### src/sles_consts.svh
// register map, field and reset constants for the lane status block
`ifndef SLES_CONSTS_SVH
`define SLES_CONSTS_SVH

`define SLES_LANES 8
`define SLES_LINKS 2
`define SLES_FLAT 16
`define SLES_ADDR_W 16

// register indices, byte address is index times four
`define SLES_IDX_LINK_PAGE 14'h0300
`define SLES_IDX_ERR_FLAGS 14'h046F
`define SLES_IDX_LOCK_FLAGS 14'h0470
`define SLES_IDX_THRESHOLD 14'h0480
`define SLES_IDX_CTRL 14'h0481
`define SLES_IDX_IRQ_STS 14'h0482
`define SLES_IDX_IRQ_MASK 14'h0483

`define SLES_RST_FLAGS 8'h00
`define SLES_RST_THR 8'hFF
`define SLES_RST_PAGE 1'h0
`define SLES_RST_IRQ 16'h0000
`define SLES_CNT_MAX 8'hFF
`define SLES_CTRL_CLR_BIT 0

`endif

### src/sles_pkg.sv
// shared types for the lane status block
package sles_pkg;
   typedef logic [7:0] sles_byte_t;
   typedef logic [15:0] sles_lanes_t;
   typedef logic [31:0] sles_word_t;
endpackage

### src/sles_lane_cnt.sv
// per-lane control character error counter with threshold compare and lock flag
`include "sles_consts.svh"

module sles_lane_cnt (
   input wire logic clk,
   input wire logic sys_rst,
   input wire logic err_evt,
   input wire logic cnt_clr,
   input wire sles_pkg::sles_byte_t threshold,
   input wire logic lock_in,
   output sles_pkg::sles_byte_t err_cnt,
   output logic err_flag,
   output logic lock_flag
);

   sles_pkg::sles_byte_t cnt_r;
   sles_pkg::sles_byte_t cnt_nxt;
   logic err_flag_r;
   logic lock_flag_r;
   wire logic at_max = (cnt_r == `SLES_CNT_MAX);

   // saturating count of unexpected control characters
   assign cnt_nxt = cnt_clr ? `SLES_RST_FLAGS :
                    (err_evt && !at_max) ? cnt_r + 8'h01 : cnt_r;

   always_ff @(posedge clk) begin
      if (sys_rst) begin
         cnt_r <= `SLES_RST_FLAGS;
         err_flag_r <= 1'b0;
         lock_flag_r <= 1'b0;
      end else begin
         cnt_r <= cnt_nxt;
         err_flag_r <= (cnt_r >= threshold);
         lock_flag_r <= lock_in;
      end
   end

   assign err_cnt = cnt_r;
   assign err_flag = err_flag_r;
   assign lock_flag = lock_flag_r;
endmodule

### src/sles_top.sv
// lane error and code group lock status registers behind an apb slave
// How it works
// - one read-only error flag per lane, bit equals lane, reset zero
// - flag is 0 below the eight-bit threshold, 1 at or above it
// - reads return the flags of the link chosen by the page register
// - read-only lock flag per lane, 1 locked, 0 lost, reset zero
`include "sles_consts.svh"

module sles_top (
   input wire logic clk,
   input wire logic sys_rst,
   input wire logic psel,
   input wire logic penable,
   input wire logic pwrite,
   input wire logic [`SLES_ADDR_W-1:0] paddr,
   input wire sles_pkg::sles_word_t pwdata,
   output sles_pkg::sles_word_t prdata,
   output logic pready,
   output logic pslverr,
   input wire sles_pkg::sles_lanes_t lane_kchar_err,
   input wire sles_pkg::sles_lanes_t lane_cg_lock,
   output logic irq
);

   ////////////////////////////////////////////////////////////////////////////
   // registers
   logic page_r;
   sles_pkg::sles_byte_t thr_r;
   sles_pkg::sles_lanes_t irq_sts_r;
   sles_pkg::sles_lanes_t irq_sts_nxt;
   sles_pkg::sles_lanes_t irq_mask_r;
   sles_pkg::sles_word_t prdata_r;
   logic pslverr_r;
   sles_pkg::sles_lanes_t err_flags;
   sles_pkg::sles_lanes_t err_flags_d_r;
   sles_pkg::sles_lanes_t lock_flags;
   logic cnt_clr_r;

   ////////////////////////////////////////////////////////////////////////////
   // decode
   wire logic [13:0] idx = paddr[15:2];
   wire logic setup = psel && !penable;
   wire logic access = psel && penable;
   wire logic wr_acc = access && pwrite;
   wire logic rd_acc = access && !pwrite;
   wire logic hit_page = (idx == `SLES_IDX_LINK_PAGE);
   wire logic hit_err = (idx == `SLES_IDX_ERR_FLAGS);
   wire logic hit_lock = (idx == `SLES_IDX_LOCK_FLAGS);
   wire logic hit_thr = (idx == `SLES_IDX_THRESHOLD);
   wire logic hit_ctrl = (idx == `SLES_IDX_CTRL);
   wire logic hit_sts = (idx == `SLES_IDX_IRQ_STS);
   wire logic hit_mask = (idx == `SLES_IDX_IRQ_MASK);
   wire logic hit_any = hit_page || hit_err || hit_lock || hit_thr || hit_ctrl ||
                        hit_sts || hit_mask;
   wire logic read_only = hit_err || hit_lock || hit_sts;
   wire logic bad_acc = !hit_any || (pwrite && read_only);

   // selected link page
   wire sles_pkg::sles_byte_t sel_err = err_flags[page_r*`SLES_LANES +: `SLES_LANES];
   wire sles_pkg::sles_byte_t sel_lock = lock_flags[page_r*`SLES_LANES +: `SLES_LANES];

   // per-lane bits of the selected link, bit position equals lane
   wire logic ctrl_char_err_lane0 = sel_err[0];
   wire logic ctrl_char_err_lane1 = sel_err[1];
   wire logic ctrl_char_err_lane2 = sel_err[2];
   wire logic ctrl_char_err_lane3 = sel_err[3];
   wire logic ctrl_char_err_lane4 = sel_err[4];
   wire logic ctrl_char_err_lane5 = sel_err[5];
   wire logic ctrl_char_err_lane6 = sel_err[6];
   wire logic ctrl_char_err_lane7 = sel_err[7];
   wire logic code_group_lock_lane5 = sel_lock[5];
   wire logic code_group_lock_lane6 = sel_lock[6];
   wire logic code_group_lock_lane7 = sel_lock[7];
   wire sles_pkg::sles_byte_t err_field = {ctrl_char_err_lane7, ctrl_char_err_lane6,
      ctrl_char_err_lane5, ctrl_char_err_lane4, ctrl_char_err_lane3, ctrl_char_err_lane2,
      ctrl_char_err_lane1, ctrl_char_err_lane0};
   wire sles_pkg::sles_byte_t lock_field = {code_group_lock_lane7, code_group_lock_lane6,
      code_group_lock_lane5, sel_lock[4:0]};

   // read words, data in the low bits, upper bits zero
   wire sles_pkg::sles_word_t rd_page = {31'h00000000, page_r};
   wire sles_pkg::sles_word_t rd_err = {24'h000000, err_field};
   wire sles_pkg::sles_word_t rd_lock = {24'h000000, lock_field};
   wire sles_pkg::sles_word_t rd_thr = {24'h000000, thr_r};
   wire sles_pkg::sles_word_t rd_sts = {16'h0000, irq_sts_r};
   wire sles_pkg::sles_word_t rd_mask = {16'h0000, irq_mask_r};

   wire sles_pkg::sles_word_t rd_mux =
      hit_page ? rd_page :
      hit_err ? rd_err :
      hit_lock ? rd_lock :
      hit_thr ? rd_thr :
      hit_sts ? rd_sts :
      hit_mask ? rd_mask : 32'h00000000;

   // rising error flags raise sticky status, set beats read clear
   wire sles_pkg::sles_lanes_t flag_rise = err_flags & ~err_flags_d_r;
   wire logic sts_clr = rd_acc && hit_sts;
   assign irq_sts_nxt = (sts_clr ? 16'h0000 : irq_sts_r) | flag_rise;

   ////////////////////////////////////////////////////////////////////////////
   // per-lane counters for every link
   genvar g;
   generate
      for (g = 0; g < `SLES_FLAT; g++) begin : g_lane
         sles_lane_cnt u_lane (
            .clk(clk),
            .sys_rst(sys_rst),
            .err_evt(lane_kchar_err[g]),
            .cnt_clr(cnt_clr_r),
            .threshold(thr_r),
            .lock_in(lane_cg_lock[g]),
            .err_cnt(),
            .err_flag(err_flags[g]),
            .lock_flag(lock_flags[g])
         );
      end
   endgenerate

   ////////////////////////////////////////////////////////////////////////////
   // write side
   always_ff @(posedge clk) begin
      if (sys_rst) begin
         page_r <= `SLES_RST_PAGE;
         thr_r <= `SLES_RST_THR;
         irq_mask_r <= `SLES_RST_IRQ;
         cnt_clr_r <= 1'b0;
      end else begin
         if (wr_acc && hit_page) begin
            page_r <= pwdata[0];
         end
         if (wr_acc && hit_thr) begin
            thr_r <= pwdata[7:0];
         end
         if (wr_acc && hit_mask) begin
            irq_mask_r <= pwdata[15:0];
         end
         cnt_clr_r <= wr_acc && hit_ctrl && pwdata[`SLES_CTRL_CLR_BIT];
      end
   end

   // read side and status
   always_ff @(posedge clk) begin
      if (sys_rst) begin
         prdata_r <= 32'h00000000;
         pslverr_r <= 1'b0;
         irq_sts_r <= `SLES_RST_IRQ;
         err_flags_d_r <= `SLES_RST_IRQ;
      end else begin
         if (setup) begin
            prdata_r <= pwrite ? 32'h00000000 : rd_mux;
            pslverr_r <= bad_acc;
         end
         irq_sts_r <= irq_sts_nxt;
         err_flags_d_r <= err_flags;
      end
   end

   assign prdata = prdata_r;
   assign pready = 1'b1;
   assign pslverr = pslverr_r && access;
   assign irq = |(irq_sts_r & irq_mask_r);
endmodule

### config.mk
export PLATFORM = sky130hd
export DESIGN_NAME = sles_top
export DESIGN_NICKNAME = d
export VERILOG_FILES = /design/src/sles_pkg.sv /design/src/sles_lane_cnt.sv /design/src/sles_top.sv
export VERILOG_INCLUDE_DIRS = /design/src
export SDC_FILE = /design/constraint.sdc
export NUM_CORES = 1
export LEC_CHECK = 0
export BUFFER_PORTS_ARGS = -buffer_cell sky130_fd_sc_hd__buf_4
export CORE_UTILIZATION = 60
export CTS_CLUSTER_DIAMETER = 200
export DETAILED_ROUTE_END_ITERATION = 7
export PLACE_DENSITY = 0.84
export SLEW_MARGIN = 20
export SYNTH_ARGS = -nofsm -noshare
export SYNTH_HDL_FRONTEND = slang
export SYNTH_SLANG_ARGS = --single-unit
### constraint.sdc
create_clock -name clk -period 2.7 [get_ports clk]
set_input_delay 0 -clock clk [delete_from_list [all_inputs] [get_ports clk]]
set_output_delay 0 -clock clk [all_outputs]
set_load 0.05 [all_outputs]
==> summary.txt <==
Finish
  • Net total in the final layout: 1783
  • Multi-input combinational cell area: 7333 um^2
  • Sequential Area: 4705 um^2
  • Layout cell share with drive strength beyond 1: 0.1025
  • Most frequent cells in the layout: 235 x dfxtp_1, 144 x ha_1, 143 x nor2_1
  • Area Overhead vs Synth: 19.50%
  • Fillers: 1445
  • Commonest non-fill, non-tap cell in the layout: dfxtp_1

Yosys
  • Post-synth top area cell: dfxtp_1
  • Synthesis warning total: 0
  • Avg Inst Size Synth: 8.975 um^2
  • Unique cell type count in the Yosys netlist: 56
  • Syn Inst Count: 1399
  • Sequential area share after synthesis: 0.3747
  • Top_reg_cell synth: dfxtp_1
  • Synth top area cells: dfxtp_1 37%, ha_1 14%, nor2_1 4.3%
  • FF+latch count, synth: 235
  • Cell Area, Synth: 12560 um^2
  • Synth top area share: 0.3747
  • Post-synth EDFFs: 0
  • Ys async rst share: 0

Clock network
  • TritonCTS clock tree: done
  • H-tree depth: 1
  • Clk root buf: clkbuf_16
  • Post-CTS sizing: 0
  • Clock tree sinks: 235
  • CTS clock-pin slew for the worst setup and hold paths: 0.06 ns
  • Later-pin clock latency in the skew report: 0.54 ns
  • CTS Buf Count: 25
  • Clk buf depth: 3

Floorplan
  • Die Wd: 146.7 um
  • Starting Density: 0.6166
  • Die footprint: 21510 um^2
  • Die Ht: 146.7 um
  • Rows: 52
  • CORE AREA: 20360 um^2
  • IO Count: 120

Timing
  • Final period util: 0.9314
  • Slew margin rel.: 0.5124
  • RSZ-0062 raised after global routing: no
  • Worst-margin pin slew: 0.7280 ns
  • Max Transition Viols Final: 0
  • Achievable frequency: 397.6 MHz
  • Min Tclk post-route: 2.515 ns
  • Final setup TNS: 0 ns
  • Final Skew: 0.02239 ns
  • Fin. Hold Viols: 0
  • Final Setup Violations: 0

Worst setup path
  • Startpoint types: input pin
  • Cell mode on critical path: dlygate4sd3_1
  • CP endpoint kind: flop
  • WS Path Type: in -> reg
  • Crit path DAT: 2.98 ns
  • Cells along the critical path: dlygate4sd3_1, buf_4, or4_1, dlygate4sd3_1, or4_4, dlygate4sd3_1, nor2_2, nand2_1, a21oi_1
  • CP required: 3.17 ns
  • Critical Path Slowest Stage Cell: dlygate4sd3_1
  • Max stage delay on crit path: 0.61 ns
  • Critical path peak fanout: 7

Drt
  • DRC Markers: 5
  • Post-route ant nets: 0
  • Via count: 11.05k
  • 1st-iter DRT viols: 819
  • Total Routed Length: 31.64 mm
  • Drt first pass iters: 8
  • WL per Instance: 17.17 um
  • Via/cell ratio: 6.001

Power
  • Peak supply drop: 0.5401 mV
  • Power Density: 522.0 nW/um^2
  • Static leakage: 6.436 nW
  • Pwr Total: 7.832 mW

Placed design
  • Hpwl dp: 19.96 mm
  • Gp weighted congestion: 0.8685
  • PortBufs: 84

Run
  • Max_cap viols: 0

Global route
  • Global route overflow: 0
  • First-pass GRT wire length: 51.40 mm
  • Initial antenna violation count: 1
  • Vias in the first global route: 10.77k
  • Largest net degree at the start of global routing: 49
  • Total global-route track usage: 0.2896

Status
  • Failing checks: design-rule violations
  • Status: complete, but fails checks

Min path
  • Worst Hold Class: in -> reg
## critical path: cells and delay by family
| family | cells | cell delay (ns) |
|---|---|---|
| buffers and inverters | 4 | 1.85 |
| AO/OA/AOI/OAI | 1 | 0.12 |
| AND/OR/NAND/NOR | 4 | 1.00 |
## registers in the layout, summed over array words and instances, names as in the netlist, 8 cells and up
name,cells
err_flags_d_r,16
prdata,16
g_lane.u_lane.err_cnt,128
g_lane.u_lane.err_flag,16
irq_sts_r,16
thr_r,8
irq_mask_r,16
g_lane.u_lane.lock_flag,16
## routing by layer
| layer | part of all wire | global-route usage | vias up |
|---|---|---|---|
| met5 | 0 | 0 | - |
| met4 | 0.043 | 0.1333 | 0 |
| met3 | 0.066 | 0.04406 | 110 |
| met2 | 0.49 | 0.5045 | 439 |
| met1 | 0.40 | 0.3500 | 5197 |
| li1 | - | - | 5307 |
## synth_stat cells, types with 32 or more instances
master / instances
xnor2_1: 37
nor2b_1: 51
xor2_1: 51
mux2i_1: 38
nor3_1: 38
and3_1: 34
o21ai_0: 52
dfxtp_1: 235
clkbuf_1: 32
a21oi_1: 63
nand2_1: 90
nand3_1: 44
nand4_1: 38
inv_1: 72
nor2_1: 143
ha_1: 144
## timing repair
action                                  CTS  global route
endpoints found under the hold margin   111             0
endpoints found under the setup margin    0             0
setup buffers                             0             0
hold buffers                             68             0
## final timing paths
| path | cells past startpoint | slack, ns | from | to |
|---|---|---|---|---|
| worst max-delay path | 9 | 0.19 | paddr[4] | page_r |
| worst min-delay path | 5 | 0.02 | paddr[12] | page_r |
| worst max register to register | 7 | 0.72 | thr_r[5] | g_lane[4].u_lane.err_flag |
| worst min register to register | 2 | 0.46 | prdata[5] | prdata[5] |
## layout make-up
type                            instances  share of cell area
Sequential cell                       235              0.3135
Clock inverter                          8            0.009590
Timing Repair Buffer                  170             0.09807
Antenna cell                            1           0.0001668
Tap cell                              270             0.02251
Clock buffer                           36             0.04912
Multi-Input combinational cell       1049              0.4887
Inverter                               73             0.01826
## logic make-up after synthesis
| group | after synthesis | share of synthesized area |
|---|---|---|
| flops | 235 | 0.3747 |
| simple gates | 508 | 0.2054 |
| buf+inv | 130 | 0.04594 |
| xor+xnor | 88 | 0.06139 |
| compound gates | 245 | 0.1301 |
| fa+ha+maj | 144 | 0.1435 |
| other cells | 2 | 0.0005981 |
| mux | 47 | 0.03837 |
## metrics by stage
| stage | setup slack, ns | hold slack (ns) | std cells | util | area (um^2) |
|---|---|---|---|---|---|
| finish | 0.1851 | 0.01591 | 1842 | 0.7368 | 15000 |
| global route | 0.07436 | 0.06683 | 1842 | 0.7368 | 15000 |
| CTS | 0.2138 | 0.0005848 | 1841 | 0.7367 | 15000 |
| detailed placement | 0.7345 | 0.2144 | 1729 | 0.6600 | 13440 |
| global placement | 0.7772 | 0.2121 | 1729 | 0.6600 | 13440 |
| floorplan | 0.9999 | 0.1282 | 1414 | - | 12610 |
## power by group
group / total [mW] / switching (mW) / internal [mW]
Combinational: 0.592 / 0.323 / 0.269
Clock: 3.65 / 1.38 / 2.27
Sequential: 3.59 / 0.0589 / 3.53
Total: 7.83 / 1.76 / 6.07
(Power assumes the default switching activity.)
